**config.mk**
```make
export PLATFORM = sky130hd
export DESIGN_NAME = dacc_channel
export DESIGN_NICKNAME = d
export VERILOG_FILES = /design/src/common/dacc_pkg.sv /design/src/hw/dacc_sync2.sv /design/src/hw/dacc_channel.sv
export SDC_FILE = /design/constraint.sdc
export NUM_CORES = 1
export LEC_CHECK = 0
export BUFFER_PORTS_ARGS = -buffer_cell sky130_fd_sc_hd__buf_2
export CAP_MARGIN = 20
export CORE_ASPECT_RATIO = 1.25
export CORE_MARGIN = 2
export CORE_UTILIZATION = 54
export DETAILED_ROUTE_END_ITERATION = 16
export PLACE_DENSITY = 0.89
export RECOVER_POWER = 50
export SETUP_SLACK_MARGIN = 0.15
export SYNTH_ARGS = -nofsm -noshare
export SYNTH_HDL_FRONTEND = slang
export SYNTH_SLANG_ARGS = --single-unit
```
**constraint.sdc**
```tcl
create_clock -name clk_sys -period 4.2 [get_ports clk_sys]
set_clock_uncertainty 0.15 [all_clocks]
set_input_delay 0.21 -clock clk_sys [delete_from_list [all_inputs] [get_ports clk_sys]]
set_output_delay 0.21 -clock clk_sys [all_outputs]
set_load 0.005 [all_outputs]
```
**src/common/dacc_pkg.sv**
```systemverilog
// Shared constants and types for the DMA channel abort and chain control
package dacc_pkg;
	// ****************************************
	// Channel control field positions and encodings
	// ****************************************
	localparam int CTL_ENABLE_BIT = 7;
	localparam int CTL_BUFOFF_BIT = 25;
	localparam logic [1:0] SYNC_SIDE_DST = 2'h0;
	localparam logic [1:0] SYNC_SIDE_SRC = 2'h1;
	localparam logic PREFETCH_ON = 1'h1;
	// ****************************************
	// Status bit positions
	// ****************************************
	localparam int STS_DESC_BIT = 15;
	localparam int STS_ACTIVE_BIT = 7;
	// ****************************************
	// Reset values
	// ****************************************
	localparam logic [15:0] RST_COUNT = 16'h0000;
	// ****************************************
	// Channel states
	// ****************************************
	typedef enum logic [4:0] {
		DACC_IDLE = 5'h01,
		DACC_DESC = 5'h02,
		DACC_RUN = 5'h04,
		DACC_ABORT = 5'h08,
		DACC_DONE = 5'h10
	} dacc_state_t;
endpackage

```
**src/hw/dacc_sync2.sv**
```systemverilog
// Two-flop synchroniser for pin inputs
`timescale 1ns/10ps
module dacc_sync2 #(
	parameter int W = 1
) (
	input wire logic clk_sys,
	input wire logic sys_rst,
	input wire logic [W-1:0] din,
	output logic [W-1:0] dout
);
	typedef struct packed {
		logic [W-1:0] meta;
		logic [W-1:0] sync;
	} dacc_sync_t;
	dacc_sync_t st_ff, nxt_st;
	always_comb begin
		nxt_st.meta = din;
		nxt_st.sync = st_ff.meta;
	end
	always_ff @(posedge clk_sys) begin
		if (sys_rst) begin
			st_ff <= '0;
		end else begin
			st_ff <= nxt_st;
		end
	end
	assign dout = st_ff.sync;
endmodule

```
**src/hw/dacc_channel.sv**
```systemverilog
// One DMA channel: abort, auto-disable, sync modes and chaining
//
// Contract
// Error at last element, dest sync or buffering off, self-disables.
// Software disables channel on write error by clearing enable bit.
// Write error before block end causes clean abort then disable.
// Both sync source fields zero means software synchronized.
// Dest sync, nonzero sources and prefetch on means prefetched dest sync.
// Linked non-head channel with burst on issues bursts, even after abort.
// Linked prefetched dest-sync channel starts reading at once.
// Early hardware request waits for first read data, no empty write.
// Abort on mid-transfer disable, non-end write error, read error; code skips the abort on disable or read error when drainCandidate is set.
// Software recovers aborted channel by dummy soft-sync enable.
// Software keeps chained channels draining cleanly.
// Software turns prefetch off on chained channels.
// Aborted linked channel resumes descriptor load when pause clears.
// Software leaves smart standby until status bits 15 or 7 clear.
// Block completion enables linked channel if that one is idle.
`timescale 1ns/10ps
module dacc_channel
	import dacc_pkg::*;
#(
	parameter int CW = 16
) (
	input wire logic clk_sys,
	input wire logic sys_rst,
	input wire logic swEnable,
	input wire logic swDisableReq,
	input wire logic linkEnable,
	input wire logic chainHead,
	input wire logic pauseBit,
	input wire logic [4:0] syncSourceLow,
	input wire logic [1:0] syncSourceHigh,
	input wire logic [1:0] syncSideSelect,
	input wire logic prefetchOn,
	input wire logic writeBufferingOff,
	input wire logic destinationBurstOn,
	input wire logic drainCandidate,
	input wire logic [CW-1:0] elementCount,
	input wire logic [CW-1:0] frameCount,
	input wire logic hardwareRequestPin,
	input wire logic rdValid,
	input wire logic rdError,
	input wire logic wrAccept,
	input wire logic wrError,
	input wire logic linkTargetIdle,
	output logic channelEnabled,
	output logic descLoading,
	output logic rdRequest,
	output logic wrRequest,
	output logic wrBurst,
	output logic [3:0] wrByteEnable,
	output logic abortedFlag,
	output logic errorAutoDisable,
	output logic linkStart,
	output logic [CW-1:0] elemCounter,
	output logic [CW-1:0] frameCounter
);
	initial begin
		if (CW < 2 || CW > 32) $error("CW out of range");
	end
	// ****************************************
	// State
	// ****************************************
	typedef struct packed {
		dacc_state_t state;
		logic desc;
		logic enabled;
		logic aborted;
		logic autoDis;
		logic haveData;
		logic pendReq;
		logic rdReq;
		logic wrReq;
		logic burst;
		logic [3:0] be;
		logic link;
		logic [CW-1:0] elem;
		logic [CW-1:0] frame;
	} dacc_chan_t;
	dacc_chan_t st_ff, nxt_st;
	logic hwReq;
	logic softSync;
	logic dstPrefetch;
	logic lastElem;
	logic dstSync;
	dacc_sync2 #(.W(1)) u_hwr (
		.clk_sys(clk_sys),
		.sys_rst(sys_rst),
		.din(hardwareRequestPin),
		.dout(hwReq)
	);
	// ****************************************
	// Mode decode
	// ****************************************
	assign softSync = (syncSourceLow == 5'h00)
		&& (syncSourceHigh == 2'h0);
	assign dstSync = !softSync && (syncSideSelect == SYNC_SIDE_DST);
	assign dstPrefetch = dstSync && (prefetchOn == PREFETCH_ON);
	assign lastElem = (st_ff.elem + 1'b1 >= elementCount);
	// ****************************************
	// Next state
	// ****************************************
	always_comb begin
		nxt_st = st_ff;
		nxt_st.link = 1'b0;
		nxt_st.autoDis = 1'b0;
		nxt_st.wrReq = 1'b0;
		nxt_st.be = 4'h0;
		case (st_ff.state)
		DACC_IDLE: begin
			if (swEnable || (linkEnable && !chainHead)) begin
				nxt_st.enabled = 1'b1;
				nxt_st.elem = RST_COUNT[CW-1:0];
				nxt_st.frame = RST_COUNT[CW-1:0];
				nxt_st.haveData = 1'b0;
				nxt_st.pendReq = 1'b0;
				// Burst chosen fresh, never inherited from an abort
				nxt_st.burst = destinationBurstOn;
				nxt_st.state = pauseBit ? DACC_DESC : DACC_RUN;
			end else if (swEnable || linkEnable) begin
				nxt_st.enabled = 1'b1;
				nxt_st.burst = destinationBurstOn;
				nxt_st.state = DACC_RUN;
			end
		end
		DACC_DESC: begin
			// Pause release resumes load regardless of prior abort
			if (!pauseBit) begin
				nxt_st.state = DACC_RUN;
			end
		end
		DACC_RUN: begin
			nxt_st.rdReq = softSync || dstPrefetch || hwReq;
			if (rdValid) begin
				nxt_st.haveData = 1'b1;
			end
			if (hwReq && !softSync) begin
				nxt_st.pendReq = 1'b1;
			end
			// Writes wait for real data so no empty-lane write escapes
			if ((st_ff.haveData || rdValid) &&
				(softSync || st_ff.pendReq || hwReq)) begin
				nxt_st.wrReq = 1'b1;
				nxt_st.be = 4'hF;
			end
			if (st_ff.wrReq && wrAccept && !wrError) begin
				nxt_st.pendReq = 1'b0;
				if (lastElem) begin
					nxt_st.elem = RST_COUNT[CW-1:0];
					nxt_st.frame = st_ff.frame + 1'b1;
					if (st_ff.frame + 1'b1 >= frameCount) begin
						nxt_st.state = DACC_DONE;
					end
				end else begin
					nxt_st.elem = st_ff.elem + 1'b1;
				end
			end
			if (wrError && lastElem &&
				(dstSync || writeBufferingOff)) begin
				nxt_st.autoDis = 1'b1;
				nxt_st.enabled = 1'b0;
				// Stale port requests must not outlive a self-disable
				nxt_st.rdReq = 1'b0;
				nxt_st.wrReq = 1'b0;
				nxt_st.be = 4'h0;
				nxt_st.haveData = 1'b0;
				nxt_st.pendReq = 1'b0;
				nxt_st.state = DACC_IDLE;
			end else if ((wrError && !lastElem) ||
				(rdError && !drainCandidate) ||
				(swDisableReq && !drainCandidate)) begin
				nxt_st.state = DACC_ABORT;
			end else if (swDisableReq) begin
				nxt_st.state = DACC_DONE;
			end
		end
		DACC_ABORT: begin
			nxt_st.aborted = 1'b1;
			nxt_st.enabled = 1'b0;
			nxt_st.rdReq = 1'b0;
			nxt_st.haveData = 1'b0;
			nxt_st.pendReq = 1'b0;
			nxt_st.state = DACC_IDLE;
		end
		DACC_DONE: begin
			nxt_st.enabled = 1'b0;
			nxt_st.rdReq = 1'b0;
			nxt_st.haveData = 1'b0;
			// Only hand off to an idle target
			nxt_st.link = linkTargetIdle;
			nxt_st.state = DACC_IDLE;
		end
		default: begin
			nxt_st.state = DACC_IDLE;
		end
		endcase
		if (swEnable && softSync && frameCount == '0) begin
			nxt_st.aborted = 1'b0;
		end
		nxt_st.desc = (nxt_st.state == DACC_DESC);
	end
	always_ff @(posedge clk_sys) begin
		if (sys_rst) begin
			st_ff <= '{state: DACC_IDLE, default: '0};
		end else begin
			st_ff <= nxt_st;
		end
	end
	// ****************************************
	// Outputs
	// ****************************************
	assign channelEnabled = st_ff.enabled;
	assign descLoading = st_ff.desc;
	assign rdRequest = st_ff.rdReq;
	assign wrRequest = st_ff.wrReq;
	assign wrBurst = st_ff.burst;
	assign wrByteEnable = st_ff.be;
	assign abortedFlag = st_ff.aborted;
	assign errorAutoDisable = st_ff.autoDis;
	assign linkStart = st_ff.link;
	assign elemCounter = st_ff.elem;
	assign frameCounter = st_ff.frame;
endmodule

```
==> flow_metrics.env <==
export IMPL_status="finished with violations"
export IMPL_violations="capacitance limit, slew limit"
export IMPL_setup_viol=0
export IMPL_slew_viol_final=55
export IMPL_rsz0062_at_grt="no"
export IMPL_post_place_ws_ns=0.126
export IMPL_synth_nets=601
export IMPL_start_kind="flip-flop"
export IMPL_arrival_ns=3.81
export IMPL_grtUsageTotal=0.255
export IMPL_gp_congestion=0.904
export IMPL_cp_max_fo=13
export IMPL_vias=3966
export IMPL_fin_util=0.619
export IMPL_hold_violations=0
export IMPL_synthFlopType="dfxtp_1"
export IMPL_r2r_start="elemCounter[1]"
export IMPL_drcViolationCount=0
export IMPL_cts_root_buffer="clkbuf_8"
export IMPL_yosys_warnings=0
export IMPL_routed_wl_um=10100
export IMPL_clock_sinks=49
export IMPL_finalCritPeriodShare=0.921
export IMPL_diodes=0
export IMPL_port_buffers=101
export IMPL_fp_dieW_um=80.3
export IMPL_die_h_um=99.4
export IMPL_grt_pass1_vias=3664
export IMPL_ir_drop_uv=195
export IMPL_cts_buffers=5
export IMPL_drt_iter0_markers=390
export IMPL_die_area_um2=7980
export IMPL_ios=102
export IMPL_synth_top_area_share=0.250
export IMPL_core_area_um2=7020
export IMPL_synth_async_reset_ratio=0
export IMPL_grt_overflow=0
export IMPL_grt_start_max_net_pins=55
export IMPL_clock_fmax_mhz=258
export IMPL_yosysMostFrequentCell="dfxtp_1"
export IMPL_timing_hold_worst_start="destinationBurstOn"
export IMPL_clk_path_buf_depth=2
export IMPL_synth_edf_count=0
export IMPL_crit_type="reg2reg"
export IMPL_cts_tree="done"
export IMPL_setup_tns_ns=0
export IMPL_maxCapViolCount=1
export IMPL_synthesis_area_um2=3930
export IMPL_required_ns=4.14
export IMPL_critical_path_startpoint="elemCounter[1]"
export IMPL_ant_nets=0
export IMPL_vias_per_cell=6.02
export IMPL_area_growth_pct=10.7
export IMPL_synth_top_cell_by_area="dfxtp_1"
export IMPL_clk_pin_slew_ns=0.10
export IMPL_floorplan_rows=34
export IMPL_dpl_cell_area_um2=4250
export IMPL_critPathCaptureType="flip-flop"
export IMPL_final_area_um2=4350
export IMPL_slew_headroom=-0.554
export IMPL_synth_seq_cells=49
export IMPL_syn_avg_cell_area_um2=7.72
export IMPL_drive_above_1_share=0.207
export IMPL_cts_htree_levels=2
export IMPL_synth_area_top_cells="dfxtp_1 25%, ha_1 11%, buf_4 6.9%"
export IMPL_synth_yosys_seq_area_share=0.250
export IMPL_antenna_found_initial=0
export IMPL_wl_per_cell_um=15.3
export IMPL_grt_first_pass_wirelength_um=16700
export IMPL_power_density_nw_per_um2=228
export IMPL_fin_crit_ns=3.87
export IMPL_worst_pin_slew_ns=2.33
export IMPL_synth_commonest_cells="49 x dfxtp_1, 44 x a21oi_1, 44 x inv_1"
export IMPL_clk_latency_ns=0.31
export IMPL_dp_final_hpwl_um=7770
export IMPL_synth_cell_types=57
export IMPL_start_util=0.560
export IMPL_layout_nets=660
export IMPL_fin_ws_ns=0.330
export IMPL_drtPass1Iterations=7
export IMPL_static_leakage_power_uw=0.00190
export IMPL_synth_cells=509
export IMPL_hold_path_class="in2reg"
## stage by stage
step	instances	hold slack (ns)	total power, uW
CTS	658	0.0100	992
floorplan	509	0.188	630
finish	659	0.00699	991
global route	659	0.0272	1040
global placement	649	0.271	694
detailed placement	649	0.278	702
## final timing paths
| check | end | slack [ns] | cells after the start |
|---|---|---|---|
| max reg2reg | st_ff[41] | 0.33 | 12 |
| max | st_ff[41] | 0.33 | 12 |
| min | wrBurst | 0.007 | 3 |
| min reg2reg | u_hwr.dout | 0.30 | 1 |
## state kept, by name (all words and copies together) (netlist names)
signal and count:
abortedFlag 1, wrByteEnable 1, frameCounter 16, descLoading 1
channelEnabled 1, wrBurst 1, elemCounter 16, rdRequest 1
u_hwr.dout 1, st_ff 7, linkStart 1, errorAutoDisable 1
u_hwr.nxt_st 1
## report_power, final
part | internal [uW] | total [uW] | switching [uW]
Clock | 134 | 297 | 163
Combinational | 76.1 | 209 | 133
Sequential | 476 | 486 | 9.84
Total | 686 | 991 | 305
## cell usage in the layout, fill, tap and decap left out, types with 3 or more instances in the layout
cell and count:
and2_1 3, o211ai_1 7, or3_1 8, o21ai_1 6, nand2b_1 4, nor4_1 13
nand3_1 27, or4_1 5, clkbuf_1 16, ha_1 33, nand4_1 19, a22oi_1 4
dfxtp_1 48, a211o_1 4, o32ai_1 9, nand2_1 36, xor2_1 7, inv_1 44
buf_4 8, a31oi_1 7, xnor2_1 22, buf_2 86, nor2_1 24, a211oi_1 5
o211a_1 3, a21oi_1 44, mux2i_1 3, nor2b_1 3, nor4b_1 3, nor3_1 10
clkbuf_8 6, o21ai_0 8
## area by class of cell
class,count,area [um^2]
Clock buffer,6,82.6
Clock inverter,2,13.8
Fill cell,618,2670
Inverter,45,169
Multi-Input combinational cell,354,2420
Sequential cell,49,982
Tap cell,90,113
Timing Repair Buffer,113,568
## per-layer routing
layer / vias to the layer above / wire [um] / global-route usage
met3: 26 / 552 / 0.0381
li1: 1917 / - / -
met2: 163 / 5150 / 0.449
met5: - / 0 / 0
met4: 0 / 263 / 0.0939
met1: 1860 / 4140 / 0.310
## cell families (layout without fill, tap and decap cells)
logic type	Yosys count	in the layout	share of synthesized area
mux	3	3	0.00765
simple gates	173	173	0.239
fa+ha+maj	34	34	0.108
xor+xnor	29	29	0.0647
buf+inv	106	166	0.140
flops	49	49	0.250
compound gates	115	115	0.191
## critical path: stages (launching register included)
cell	delay [ns]
dfxtp_1	0.39
and4_1	0.28
nand4_1	0.22
nor2_4	0.23
nand3_1	0.15
xnor2_1	0.15
ha_1	0.29
nand4_1	0.17
or3_1	0.41
or4_1	0.47
and3_2	0.33
o21ai_1	0.30
a211oi_1	0.11
## what timing repair did
action / in CTS / in global routing
setup buffers: 0 / 1
resized for setup: 1 / 5
hold buffers: 1 / 0
hold endpoints to repair: 1 / 0
setup endpoints to repair: 2 / 16
No activity file was read; power rests on OpenSTA's default activity.
